$ cat src/shared/tas_pkg.sv
// Constants and types for the application-select register bank and its measurement engine.
// Assumes a single 125 MHz system clock shared by every module that imports these names.
package tas_pkg;
	// Register offsets
	localparam logic [7:0] REG_RUNNING_APP = 8'h00;
	localparam logic [7:0] REG_MAJOR_REV = 8'h01;
	localparam logic [7:0] REG_REQ_APP = 8'h02;
	// Reset values and application codes
	localparam logic [7:0] REG_RESET_VAL = 8'h00;
	localparam logic [7:0] APP_BOOT = 8'h80;
	localparam logic [7:0] APP_MEAS = 8'hc0;
	// Revisions loaded when an application starts; values are arbitrary
	localparam logic [7:0] BOOT_MAJOR_REV = 8'h01;
	localparam logic [7:0] MEAS_MAJOR_REV = 8'h02;
	// Measurement commands and default-mode parameters
	localparam logic [7:0] CMD_MEAS_A = 8'h02;
	localparam logic [7:0] CMD_MEAS_B = 8'h03;
	localparam logic [7:0] DEF_PARAM6 = 8'ha3;
	localparam logic [7:0] DEF_PARAM3 = 8'h00;
	localparam logic [7:0] DEF_PARAM1 = 8'h03;
	localparam logic [7:0] DEF_PARAM0 = 8'h84;
	localparam logic [15:0] DEF_ITER_K = 16'h0384;
	localparam logic [7:0] DEF_THRESHOLD = 8'h00;
	// Timing
	localparam int CLK_MHZ = 125;
	localparam int CLK_PERIOD_NS = 8;
	localparam int MEAS_TIME_MS = 33;
	localparam int MEAS_CYCLES = MEAS_TIME_MS * CLK_MHZ * 1000;
	localparam int ITER_K_CYCLES = MEAS_CYCLES / 900;
	localparam int EMIT_PERIOD_NS = 23;
	localparam int APP_START_CYCLES = 16;
	// Distances in millimetres, one step per mm
	localparam logic [15:0] LONG_MODE_MM = 16'h00c8;
	localparam logic [15:0] NO_OBJECT_LIMIT_MM = 16'h09c4;
	localparam logic [15:0] NO_OBJECT_MM = 16'hffff;
	// State types
	typedef enum logic [0:0] {
		APP_RUN = 1'b0,
		APP_LOAD = 1'b1
	} tas_app_state_t;
	typedef enum logic [0:0] {
		MS_IDLE = 1'b0,
		MS_RUN = 1'b1
	} tas_meas_state_t;
endpackage : tas_pkg

$ cat src/shared/tas_meas_if.sv
// Carrier between the register bank and the measurement engine.
// Assumes both ends run on the same system clock.
`timescale 1ns/100ps
interface tas_meas_if;
	logic start;
	logic [15:0] iter_k;
	logic [7:0] threshold;
	logic halve;
	logic sample_valid;
	logic [15:0] sample_mm;
	logic [7:0] sample_strength;
	logic busy;
	logic done;
	logic [15:0] result_mm;
	logic long_mode;
	logic emit_pulse;
	modport ctrl (output start, iter_k, threshold, halve, sample_valid, sample_mm, sample_strength,
		input busy, done, result_mm, long_mode, emit_pulse);
	modport meas (input start, iter_k, threshold, halve, sample_valid, sample_mm, sample_strength,
		output busy, done, result_mm, long_mode, emit_pulse);
endinterface : tas_meas_if

$ cat src/tas_measure.sv
// Measurement engine: iteration timing, emitter pulse pacing, closest-object search, range mode.
// Assumes start arrives only while idle and that samples come from logic on the same clock.
`timescale 1ns/100ps
module tas_measure #(
	parameter int ITER_K_CYCLES = tas_pkg::ITER_K_CYCLES
) (
	// Clock and reset
	input wire logic clk,
	input wire logic srst,
	// Engine side of the carrier
	tas_meas_if.meas mif
);
	tas_pkg::tas_meas_state_t state_reg, state_next;
	logic [31:0] tick_reg, tick_next;
	logic [15:0] left_reg, left_next;
	logic [15:0] best_reg, best_next;
	logic [15:0] result_reg, result_next;
	logic long_reg, long_next;
	logic done_reg, done_next;
	logic [7:0] acc_reg, acc_next;
	logic pulse_reg, pulse_next;
	logic [7:0] period;

	always_comb begin
		state_next = state_reg;
		tick_next = tick_reg;
		left_next = left_reg;
		best_next = best_reg;
		result_next = result_reg;
		long_next = long_reg;
		done_next = 1'b0;
		pulse_next = 1'b0;
		acc_next = acc_reg + 8'(tas_pkg::CLK_PERIOD_NS);
		// Halving doubles the period rather than skipping pulses
		period = mif.halve ? 8'(2 * tas_pkg::EMIT_PERIOD_NS) : 8'(tas_pkg::EMIT_PERIOD_NS);
		case (state_reg)
			tas_pkg::MS_IDLE: begin
				acc_next = 8'h00;
				if (mif.start) begin
					state_next = tas_pkg::MS_RUN;
					tick_next = 32'h0;
					left_next = mif.iter_k;
					best_next = tas_pkg::NO_OBJECT_MM;
				end
			end
			tas_pkg::MS_RUN: begin
				// Phase accumulator keeps the 23 ns average (46 ns when halved) on an 8 ns clock
				if (acc_next >= period) begin
					acc_next = acc_next - period;
					pulse_next = 1'b1;
				end
				// Closest object wins, 1 mm per step
				if (mif.sample_valid && mif.sample_strength > mif.threshold && mif.sample_mm < best_reg) begin
					best_next = mif.sample_mm;
				end
				if (left_reg == 16'h0000) begin
					state_next = tas_pkg::MS_IDLE;
					done_next = 1'b1;
					// No shot in the result cycle, the emitter fires only while busy
					pulse_next = 1'b0;
					result_next = best_reg;
					// Long range at or above the switch point, with the reduced array
					long_next = (best_reg >= tas_pkg::LONG_MODE_MM);
				end else if (tick_reg == 32'(ITER_K_CYCLES - 1)) begin
					// One thousand iterations per tick span
					tick_next = 32'h0;
					left_next = left_reg - 16'h0001;
				end else begin
					tick_next = tick_reg + 32'h1;
				end
			end
			default: begin
				state_next = tas_pkg::MS_IDLE;
			end
		endcase
	end

	always_ff @(posedge clk) begin
		if (srst) begin
			state_reg <= tas_pkg::MS_IDLE;
			tick_reg <= 32'h0;
			left_reg <= 16'h0000;
			best_reg <= tas_pkg::NO_OBJECT_MM;
			result_reg <= tas_pkg::NO_OBJECT_MM;
			long_reg <= 1'b0;
			done_reg <= 1'b0;
			acc_reg <= 8'h00;
			pulse_reg <= 1'b0;
		end else begin
			state_reg <= state_next;
			tick_reg <= tick_next;
			left_reg <= left_next;
			best_reg <= best_next;
			result_reg <= result_next;
			long_reg <= long_next;
			done_reg <= done_next;
			acc_reg <= acc_next;
			pulse_reg <= pulse_next;
		end
	end

	assign mif.busy = (state_reg == tas_pkg::MS_RUN);
	assign mif.done = done_reg;
	assign mif.result_mm = result_reg;
	assign mif.long_mode = long_reg;
	assign mif.emit_pulse = pulse_reg;

	// Helper: cycles spent running and the iteration count of the current run
	logic [47:0] run_cnt;
	logic [15:0] run_iter;
	always_ff @(posedge clk) begin
		if (srst) begin
			run_cnt <= 48'h0;
			run_iter <= 16'h0000;
		end else if (state_reg == tas_pkg::MS_IDLE && mif.start) begin
			run_cnt <= 48'h0;
			run_iter <= mif.iter_k;
		end else if (state_reg == tas_pkg::MS_RUN) begin
			run_cnt <= run_cnt + 48'h1;
		end
	end

	chk_meas_length: assert property (@(posedge clk) disable iff (srst)
		done_reg |-> run_cnt == 48'(run_iter) * 48'(ITER_K_CYCLES) + 48'h1)
		else $error("measurement length does not match iteration count");
	chk_closest_kept: assert property (@(posedge clk) disable iff (srst)
		state_reg == tas_pkg::MS_RUN && mif.sample_valid && mif.sample_strength > mif.threshold
		&& mif.sample_mm < best_reg |=> best_reg == $past(mif.sample_mm))
		else $error("closer sample not kept");
	chk_range_mode: assert property (@(posedge clk) disable iff (srst)
		done_reg |-> long_reg == (result_reg >= tas_pkg::LONG_MODE_MM))
		else $error("range mode does not follow reported distance");
	chk_emit_spacing: assert property (@(posedge clk) disable iff (srst)
		pulse_reg |=> !pulse_reg)
		else $error("emitter pulses closer than 23 ns");
	chk_emit_halved: assert property (@(posedge clk) disable iff (srst)
		pulse_reg && mif.halve |=> (!pulse_reg || !mif.halve)[*4])
		else $error("halved emitter pulses too close");
	cov_no_object: cover property (@(posedge clk) disable iff (srst)
		done_reg && result_reg > tas_pkg::NO_OBJECT_LIMIT_MM);
	cov_long_range: cover property (@(posedge clk) disable iff (srst) done_reg && long_reg);
endmodule : tas_measure

$ cat src/tas_app_select_regs.sv
// Application-select register bank with measurement command decode for a distance sensor.
// Assumes the register port and command port are driven by the interface front end on CLK_SYS;
// the clock-halving strap and nothing else arrives from outside the clock domain.
// Operation
// - Default mode runs 900 k iterations, threshold zero, about 33 ms each.
// - Closest object distance is reported in 1 mm steps.
// - Switch to long range near 200 mm, using a reduced detector array.
// - Emitter pulses every 23 ns; halving setting doubles that period.
// - Running-application register reads 0xC0 for measurement, 0x80 for bootloader.
// - Writing 0x80 or 0xC0 to the request register while no application is loading starts that application.
`timescale 1ns/100ps
module tas_app_select_regs #(
	parameter int ITER_K_CYCLES = tas_pkg::ITER_K_CYCLES,
	parameter int APP_START_CYCLES = tas_pkg::APP_START_CYCLES
) (
	// Clock and reset
	input wire logic CLK_SYS,
	input wire logic SRST,
	// Register port
	input wire logic [7:0] REG_ADDR,
	input wire logic [7:0] REG_WDATA,
	input wire logic REG_WE,
	input wire logic REG_RE,
	output logic [7:0] REG_RDATA,
	// Measurement command port
	input wire logic CMD_VALID,
	input wire logic [7:0] CMD_CODE,
	input wire logic [7:0] CMD_PARAM0,
	input wire logic [7:0] CMD_PARAM1,
	input wire logic [7:0] CMD_PARAM3,
	input wire logic [7:0] CMD_PARAM6,
	output logic CMD_ACCEPT,
	// Emitter clock-halving strap, asynchronous
	input wire logic EMIT_CLK_HALVE,
	// Detector samples
	input wire logic SAMPLE_VALID,
	input wire logic [15:0] SAMPLE_MM,
	input wire logic [7:0] SAMPLE_STRENGTH,
	// Measurement results
	output logic MEAS_BUSY,
	output logic RESULT_VALID,
	output logic [15:0] RESULT_MM,
	output logic LONG_MODE,
	output logic DEFAULT_MODE,
	output logic EMIT_PULSE
);
	tas_meas_if mif ();

	tas_pkg::tas_app_state_t app_state_reg, app_state_next;
	logic [7:0] running_reg, running_next;
	logic [7:0] rev_reg, rev_next;
	logic [7:0] req_reg, req_next;
	logic [7:0] target_reg, target_next;
	logic [15:0] start_cnt_reg, start_cnt_next;
	logic [7:0] rdata_reg, rdata_next;
	logic halve_meta_reg, halve_sync_reg;
	logic start_reg, start_next;
	logic [15:0] iter_reg, iter_next;
	logic [7:0] thresh_reg, thresh_next;
	logic default_reg, default_next;
	logic req_write, req_valid, cmd_is_meas, cmd_is_default;

	assign req_write = REG_WE && REG_ADDR == tas_pkg::REG_REQ_APP;
	assign req_valid = REG_WDATA == tas_pkg::APP_BOOT || REG_WDATA == tas_pkg::APP_MEAS;
	assign cmd_is_meas = CMD_CODE == tas_pkg::CMD_MEAS_A || CMD_CODE == tas_pkg::CMD_MEAS_B;
	// Default mode only when all four parameters match
	assign cmd_is_default = CMD_PARAM6 == tas_pkg::DEF_PARAM6 && CMD_PARAM3 == tas_pkg::DEF_PARAM3
		&& CMD_PARAM1 == tas_pkg::DEF_PARAM1 && CMD_PARAM0 == tas_pkg::DEF_PARAM0;
	// Commands are refused while an application is loading, relying on the host poll
	assign CMD_ACCEPT = CMD_VALID && cmd_is_meas && running_reg == tas_pkg::APP_MEAS
		&& app_state_reg == tas_pkg::APP_RUN && !mif.busy && !start_reg;

	// Application select and register file
	always_comb begin
		app_state_next = app_state_reg;
		running_next = running_reg;
		rev_next = rev_reg;
		req_next = req_reg;
		target_next = target_reg;
		start_cnt_next = start_cnt_reg;
		rdata_next = rdata_reg;
		if (REG_WE && REG_ADDR == tas_pkg::REG_MAJOR_REV) begin
			rev_next = REG_WDATA;
		end
		case (app_state_reg)
			tas_pkg::APP_RUN: begin
				// Only the two known codes launch anything
				if (req_write && req_valid) begin
					app_state_next = tas_pkg::APP_LOAD;
					target_next = REG_WDATA;
					start_cnt_next = 16'h0000;
				end
			end
			tas_pkg::APP_LOAD: begin
				if (start_cnt_reg == 16'(APP_START_CYCLES - 1)) begin
					// Status shows the started application
					app_state_next = tas_pkg::APP_RUN;
					running_next = target_reg;
					rev_next = (target_reg == tas_pkg::APP_MEAS) ? tas_pkg::MEAS_MAJOR_REV : tas_pkg::BOOT_MAJOR_REV;
				end else begin
					start_cnt_next = start_cnt_reg + 16'h0001;
				end
			end
			default: begin
				app_state_next = tas_pkg::APP_RUN;
			end
		endcase
		// Request register keeps whatever was written; a later load retargets nothing mid-flight
		if (req_write) begin
			req_next = REG_WDATA;
		end
		if (REG_RE) begin
			case (REG_ADDR)
				tas_pkg::REG_RUNNING_APP: rdata_next = running_reg;
				tas_pkg::REG_MAJOR_REV: rdata_next = rev_reg;
				tas_pkg::REG_REQ_APP: rdata_next = req_reg;
				default: rdata_next = 8'h00;
			endcase
		end
	end

	always_ff @(posedge CLK_SYS) begin
		if (SRST) begin
			app_state_reg <= tas_pkg::APP_RUN;
			running_reg <= tas_pkg::REG_RESET_VAL;
			rev_reg <= tas_pkg::REG_RESET_VAL;
			req_reg <= tas_pkg::REG_RESET_VAL;
			target_reg <= tas_pkg::REG_RESET_VAL;
			start_cnt_reg <= 16'h0000;
			rdata_reg <= 8'h00;
		end else begin
			app_state_reg <= app_state_next;
			running_reg <= running_next;
			rev_reg <= rev_next;
			req_reg <= req_next;
			target_reg <= target_next;
			start_cnt_reg <= start_cnt_next;
			rdata_reg <= rdata_next;
		end
	end

	// Command decode into the measurement engine
	always_comb begin
		start_next = 1'b0;
		iter_next = iter_reg;
		thresh_next = thresh_reg;
		default_next = default_reg;
		if (CMD_ACCEPT) begin
			// Parameters 1:0 give thousands of iterations, parameter 3 the threshold
			start_next = 1'b1;
			iter_next = {CMD_PARAM1, CMD_PARAM0};
			thresh_next = CMD_PARAM3;
			default_next = cmd_is_default;
		end
	end

	always_ff @(posedge CLK_SYS) begin
		if (SRST) begin
			start_reg <= 1'b0;
			iter_reg <= tas_pkg::DEF_ITER_K;
			thresh_reg <= tas_pkg::DEF_THRESHOLD;
			default_reg <= 1'b0;
			halve_meta_reg <= 1'b0;
			halve_sync_reg <= 1'b0;
		end else begin
			start_reg <= start_next;
			iter_reg <= iter_next;
			thresh_reg <= thresh_next;
			default_reg <= default_next;
			halve_meta_reg <= EMIT_CLK_HALVE;
			halve_sync_reg <= halve_meta_reg;
		end
	end

	assign mif.start = start_reg;
	assign mif.iter_k = iter_reg;
	assign mif.threshold = thresh_reg;
	assign mif.halve = halve_sync_reg;
	assign mif.sample_valid = SAMPLE_VALID;
	assign mif.sample_mm = SAMPLE_MM;
	assign mif.sample_strength = SAMPLE_STRENGTH;

	tas_measure #(
		.ITER_K_CYCLES(ITER_K_CYCLES)
	) u_measure (
		.clk(CLK_SYS),
		.srst(SRST),
		.mif(mif)
	);

	assign REG_RDATA = rdata_reg;
	assign MEAS_BUSY = mif.busy;
	assign RESULT_VALID = mif.done;
	assign RESULT_MM = mif.result_mm;
	assign LONG_MODE = mif.long_mode;
	assign DEFAULT_MODE = default_reg;
	assign EMIT_PULSE = mif.emit_pulse;

	chk_meas_app_up: assert property (@(posedge CLK_SYS) disable iff (SRST)
		app_state_reg == tas_pkg::APP_RUN && req_write && REG_WDATA == tas_pkg::APP_MEAS
		|-> ##(APP_START_CYCLES + 1) running_reg == tas_pkg::APP_MEAS)
		else $error("measurement application did not start");
	chk_boot_app_up: assert property (@(posedge CLK_SYS) disable iff (SRST)
		app_state_reg == tas_pkg::APP_RUN && req_write && REG_WDATA == tas_pkg::APP_BOOT
		|-> ##(APP_START_CYCLES + 1) running_reg == tas_pkg::APP_BOOT)
		else $error("bootloader did not start");
	chk_status_read: assert property (@(posedge CLK_SYS) disable iff (SRST)
		REG_RE && REG_ADDR == tas_pkg::REG_RUNNING_APP |=> REG_RDATA == $past(running_reg))
		else $error("status read does not show running application");
	chk_status_codes: assert property (@(posedge CLK_SYS) disable iff (SRST)
		$changed(running_reg) |-> running_reg == tas_pkg::APP_MEAS || running_reg == tas_pkg::APP_BOOT)
		else $error("running application shows an undefined code");
	chk_bad_req_keep: assert property (@(posedge CLK_SYS) disable iff (SRST)
		app_state_reg == tas_pkg::APP_RUN && req_write && !req_valid
		|=> app_state_reg == tas_pkg::APP_RUN && $stable(running_reg))
		else $error("unknown request code disturbed the running application");
	chk_default_setup: assert property (@(posedge CLK_SYS) disable iff (SRST)
		CMD_ACCEPT && cmd_is_default
		|=> iter_reg == tas_pkg::DEF_ITER_K && thresh_reg == tas_pkg::DEF_THRESHOLD && default_reg)
		else $error("default mode not set to 900 k iterations and zero threshold");
	cov_default_meas: cover property (@(posedge CLK_SYS) disable iff (SRST)
		CMD_ACCEPT && cmd_is_default ##1 MEAS_BUSY);
	cov_boot_switch: cover property (@(posedge CLK_SYS) disable iff (SRST)
		running_reg == tas_pkg::APP_MEAS ##1 running_reg == tas_pkg::APP_BOOT);
endmodule : tas_app_select_regs

$ cat config.mk
export PLATFORM = sky130hd
export DESIGN_NAME = tas_app_select_regs
export DESIGN_NICKNAME = d
export VERILOG_FILES = /design/src/shared/tas_pkg.sv /design/src/shared/tas_meas_if.sv /design/src/tas_measure.sv /design/src/tas_app_select_regs.sv
export SDC_FILE = /design/constraint.sdc
export NUM_CORES = 1
export LEC_CHECK = 0
export ABC_AREA = 1
export ABC_CLOCK_PERIOD_IN_PS = 5600
export BUFFER_PORTS_ARGS = -buffer_cell sky130_fd_sc_hd__buf_2
export CAP_MARGIN = 20
export CORE_AREA = 2 2 134 136
export CTS_CLUSTER_SIZE = 28
export DETAILED_ROUTE_END_ITERATION = 12
export DIE_AREA = 0 0 136 138
export GPL_TIMING_DRIVEN = 0
export HOLD_SLACK_MARGIN = 0.12
export PLACE_DENSITY = 0.86
export SETUP_SLACK_MARGIN = 0.3
export SYNTH_ARGS = -nofsm -noshare
export SYNTH_HDL_FRONTEND = slang
export SYNTH_SLANG_ARGS = --single-unit
$ cat constraint.sdc
create_clock -name CLK_SYS -period 5.6 [get_ports CLK_SYS]
set_input_delay 0.28 -clock CLK_SYS [delete_from_list [all_inputs] [get_ports CLK_SYS]]
set_output_delay 0.28 -clock CLK_SYS [all_outputs]
set_load 0.02 [all_outputs]
Word-level counts from Yosys, hierarchy flattened
Index checks and enable logic that the tools add are counted.

operators by class
  add/sub/neg operators = 5
  $lt $le $gt $ge = 4
  equality and inequality tests = 19
  muxes and demuxes = 31
  bitwise operators = 2
  reduce and logical (&&, ||, !) cells = 29

operator list
  operator                                               number
  two-way mux 16 bit                                     7
  two-way mux 32 bit                                     3
  case mux 16 bit (2 select lines)                       3
  case mux 32 bit (2 select lines)                       1
  equality test 8 bit, second input constant             6
  adder 32 x 1 -> 32 bit, second input constant          1
  equality test 32 x 13 -> 1 bit, second input constant  1
  equality test 8 x 2 -> 1 bit, second input constant    4
  two-way mux 8 bit                                      4
  case mux 8 bit (3 select lines)                        1
  adder 16 x 1 -> 16 bit, second input constant          1
  equality test 16 x 4 -> 1 bit, second input constant   1
  >= comparator 16 x 8 -> 1 bit, second input constant   1
  zero test 16 bit                                       1
  zero test 8 bit                                        2
  less-than comparator 16 bit                            1
  case mux 8 bit (2 select lines)                        1
  subtractor 16 x 1 -> 16 bit, second input constant     1
  logical AND 1 bit                                      13
  AND reduction 2 bit                                    6
  != test 2 bit, second input constant                   5
  adder 8 x 4 -> 8 bit, second input constant            1
  equality test 8 x 1 -> 1 bit, second input constant    1
  >= comparator 8 bit                                    1
  other kinds (13)                                       23

storage, ports and cells
  bits in registers = 177
  input bits = 87
  output and inout port bits = 30
  word-level logic and storage cells = 112

Logic depth before layout (Yosys ltp)
  depth in word-level cells = 8
  mapped depth = 16
  mapped depth without buffers = 15

Hierarchy
From an unflattened synthesis, not the netlist that was laid out.

second synthesis, totals
  cell total of the unflattened synthesis = 1368
  area total of the unflattened synthesis = 9603.0 µm²

modules (own cells, without submodules)
  module               times used  cells each  area an instance (µm²)  seq. area each (µm²)
  tas_measure          1           819         5599.1                  1841.8
  tas_app_select_regs  1           549         4003.8                  1701.6

Worst setup path after synthesis
No wires, ideal clock.

  path type = register to register
  from = register u_measure.acc_reg[3]
  to = register u_measure.acc_reg[7]
  library setup time = 0.078 ns
  data arrival time = 1.810 ns
  data required time = 5.522 ns
  path slack = 3.712 ns
  cell stages (with the launch flop) = 13
  buffers on the path = 1
  clock period less this slack = 1.888 ns
  cell sequence = dfxtp_1 -> ha_1 -> xor2_1 -> ha_1 -> nand2_1 -> inv_1 -> nand3_1 -> o21ai_0 -> nor2_1 -> nand2_1 -> buf_2 -> nand2_1 -> nor3_1

between the ends
  cells in the longest elaborated chain, start to end = 4
  elaborated cells between the ends (all ways) = 5
  classes of those cells = add/sub (2); order compare (1); mux (2)

RTL lines
  item                                                            RTL line                              source
  from (decl)                                                     tas_measure.sv:20                     logic [7:0] acc_reg, acc_next;
  from (signal assigned)                                          tas_measure.sv:97                     acc_reg <= acc_next;
  adder 8 x 4 -> 8 bit (*)                                        tas_measure.sv:33                     acc_next = acc_reg + 8'(tas_pkg::CLK_PERIOD_NS);
  subtractor 8 bit / >= comparator 8 bit (equally long branches)  tas_measure.sv:49, tas_measure.sv:48
  two-way mux 8 bit (*)                                           tas_measure.sv:48                     if (acc_next >= period) begin
  case mux 8 bit (2 select lines) (*)                             tas_measure.sv:36                     case (state_reg)

Every way passes the cells marked *; elsewhere a longest branch is shown, timed or not.
A chain may end at the register's enable or synchronous reset.

Final worst setup path
  from = register running_reg[3]
  to = output CMD_ACCEPT

between the ends
  cells in the longest elaborated chain, start to end = 5

RTL lines
  item                             RTL line                    source
  from (decl)                      tas_app_select_regs.sv:50   logic [7:0] running_reg, running_next;
  from (signal assigned)           tas_app_select_regs.sv:125  running_reg <= tas_pkg::REG_RESET_VAL;
  from (signal assigned)           tas_app_select_regs.sv:133  running_reg <= running_next;
  equality test 8 bit              tas_app_select_regs.sv:70   assign CMD_ACCEPT = CMD_VALID && cmd_is_meas && running_reg == tas_pkg::APP_MEAS
  logical AND 1 bit                tas_app_select_regs.sv:70
  logical AND 1 bit (3 in series)  tas_app_select_regs.sv:71   && app_state_reg == tas_pkg::APP_RUN && !mif.busy && !start_reg;
  to (decl)                        tas_app_select_regs.sv:32   output logic CMD_ACCEPT,

Every way passes these cells.

==> flow_summary.yaml <==
status:
  outcome: "finished, final reports clean"
job:
  drv_cap: 0
die:
  dieArea_um2: 18800
  chipWidth_um: 136
  die_h_um: 138
  io_pins: 117
  row_count: 49
  core_area_um2: 17500
  start_util_pct: 53.2
global_routing:
  grt_max_degree: 18
  grt_overflow: 0
  antenna_found_initial: 0
  grt_pass1_vias: 9112
  grt_pass1_wl_mm: 42.5
  grtUsageTotal_pct: 27.6
synthesis:
  synth_nets: 1482
  synth-edff-count: 0
  synth_commonest_cells: "305 x nand2_1, 177 x dfxtp_1, 166 x inv_1, 139 x nor2_1, 120 x a21oi_1"
  seq_area_frac_synth_pct: 38.0
  synth-seq-cells: 177
  netlist_area_um2: 9330
  synthCells: 1361
  synthArstFlopShare_pct: 0
  synthFlopType: "dfxtp_1"
  syn-mean-instance-area_um2: 6.85
  yosysMostFrequentCell: "nand2_1"
  synth.top_cell.area_share_pct: 38.0
  synth_cell_types: 45
  synth.area.top_cells: "dfxtp_1 38%, nand2_1 12%, inv_1 6.7%, a21oi_1 6.4%, nand3_1 5.8%"
  yosys.area.top_type: "dfxtp_1"
  synth_warnings: 0
sta:
  tns_ns: 0
  slew_violations: 0
  hold_viol_final: 0
  slew_headroom_pct: 49.3
  rsz0062_at_grt: "false"
  finClkSkew_ns: 0.0109
  setup_viol: 0
  min_period_ns: 2.54
  max_freq_mhz: 394
  setup_slack_ns: 3.06
  min_period_over_period_pct: 45.3
  max_slew.worst_pin.slew_ns: 0.761
cells_and_area:
  largest_reg_flops: 32
  fin_cells: 1760
  seqCellArea_um2: 3540
  nFillCells: 1546
  antenna_cells: 0
  multi_input_area_um2: 4900
  final_nets: 1639
  drive_above_1_share_pct: 13.5
  stdcell_area_um2: 11000
  area.growth.synth_to_final_pct: 18.1
critical_path:
  critPathLaunchType: "flop"
  required_ns: 5.32
  worstPathCellList: "nor4_1 > and3_1 > buf_2 > clkbuf_1 > buf_2"
  crit_buf_inv: 3
  crit_type: "reg -> out"
  critPathArrivalTime_ns: 2.26
  cp-end-kind: "primary output"
  crit_family: "buffers and inverters"
  crit_fanout: 10
  critPathMaxStageDelay_ns: 0.41
  cp_slowest_cell: "nor4_1"
  cpMostUsedCell: "buf_2"
cts:
  worstSkewPairLatency_ns: 0.45
  root_buffer: "clkbuf_16"
  htreeDepth: 4
  clockBufferDepth: 2
  clkTransAtPathRegs_ns: 0.07
  cts_tree: "done"
  cts.repair.resized: 0
  numCtsBuffers: 17
  cts.sinks: 177
placed_design:
  placed_area_um2: 10200
  place_inst: 1704
  place.gp.congestion: 0.981
  portBuffers: 114
  place_ws_ns: 3.30
  detailed_place_hpwl_mm: 18.6
power_and_ir_drop:
  p_leak_uw: 0.00499
  irDropWorstVdd_mv: 0.232
  power_density_nw_per_um2: 236
  power_uw: 2600
route:
  vias_per_cell: 5.50
  dr.first_iter.drc_count: 1042
  ant_nets: 0
  firstDrtPassIters: 6
  num_vias: 9687
  finalWirelength_mm: 25.7
  drc_errors: 0
  wl_per_cell_um: 14.6
hold_path:
  min_path_type: "in -> reg"
## what timing repair did
item                       4_1_cts  5_1_grt
hold buffers                    24        0
setup buffers                    0        0
hold endpoints to repair        24        0
setup endpoints to repair        0        0
## stage by stage
step                hold slack [ns]  util, %
detailed placement            0.400     58.1
global route                  0.144     62.8
CTS                           0.132     62.8
finish                        0.127     62.8
global placement              0.391     58.1
floorplan                     0.387        -
## worst register-to-register path, cell delays in order (launching register included)
cell	delay, ns
dfxtp_1	0.34
inv_1	0.06
ha_1	0.27
nand2_1	0.06
nor2_1	0.15
nand2_1	0.07
nand2_1	0.06
nand2_1	0.08
nor2_1	0.17
nand4_1	0.33
nand2_1	0.34
buf_4	0.23
nand2_1	0.09
nand3_1	0.09
## cell usage in the layout (no fill, tap or decap), types with 5 or more instances in the layout
| cell | n |
|---|---|
| nand2_1 | 305 |
| dfxtp_1 | 177 |
| inv_1 | 166 |
| nor2_1 | 139 |
| buf_2 | 123 |
| a21oi_1 | 120 |
| nand3_1 | 108 |
| o21ai_0 | 74 |
| nand4_1 | 35 |
| ha_1 | 34 |
| clkbuf_1 | 31 |
| nor3_1 | 29 |
| o211ai_1 | 26 |
| dlygate4sd3_1 | 24 |
| or2_2 | 23 |
| clkbuf_16 | 17 |
| xor2_1 | 14 |
| nor4_1 | 12 |
| inv_2 | 6 |
| a211oi_1 | 6 |
| xnor2_1 | 6 |
| inv_6 | 6 |
| buf_4 | 5 |
## area by class of cell
type	instances	area share (%)
plain buffers	50	2.18
flip-flops and latches	177	32.2
clock buffers	17	3.86
inverters	172	5.86
clock inverters	15	1.53
repair buffers	138	7.36
multi-input cells	962	44.4
well taps	229	2.60
## worst paths after layout
kind	endpoint	depth (start not counted)	from	slack, ns
setup / recovery	CMD_ACCEPT	5	running_reg[3]$_SDFFE_PP0P_	3.06
hold / removal	mif.threshold[5]$_SDFFE_PP0P_	3	CMD_PARAM3[5]	0.13
setup reg to reg	u_measure.best_reg[14]$_SDFFE_PP1P_	13	mif.threshold[6]$_SDFFE_PP0P_	3.21
hold reg to reg	halve_sync_reg$_SDFF_PP0_	2	halve_meta_reg$_SDFF_PP0_	0.40
## cell families after synthesis
logic type / Yosys count / share of synthesized area, %
xor+xnor: 20 / 1.88
mux: 1 / 0.107
compound gates: 235 / 13.8
fa+ha+maj: 34 / 4.56
flops: 177 / 38.0
simple gates: 672 / 32.2
buf+inv: 222 / 9.50
## layer usage
metal | GRT usage [%] | wire length [um] | vias up
li1 | - | - | 4797
met5 | 0 | 0 | -
met1 | 36.5 | 11300 | 4435
met4 | 8.66 | 496 | 0
met3 | 4.84 | 1670 | 54
met2 | 45.8 | 12300 | 401
## report_power, final
part           leakage (uW)  internal, uW  switching, uW
clock              0.000289           670            549
combinational       0.00327          50.4           70.7
sequential          0.00143          1260          0.330
Note: power is estimated with default switching activity, not from simulation.
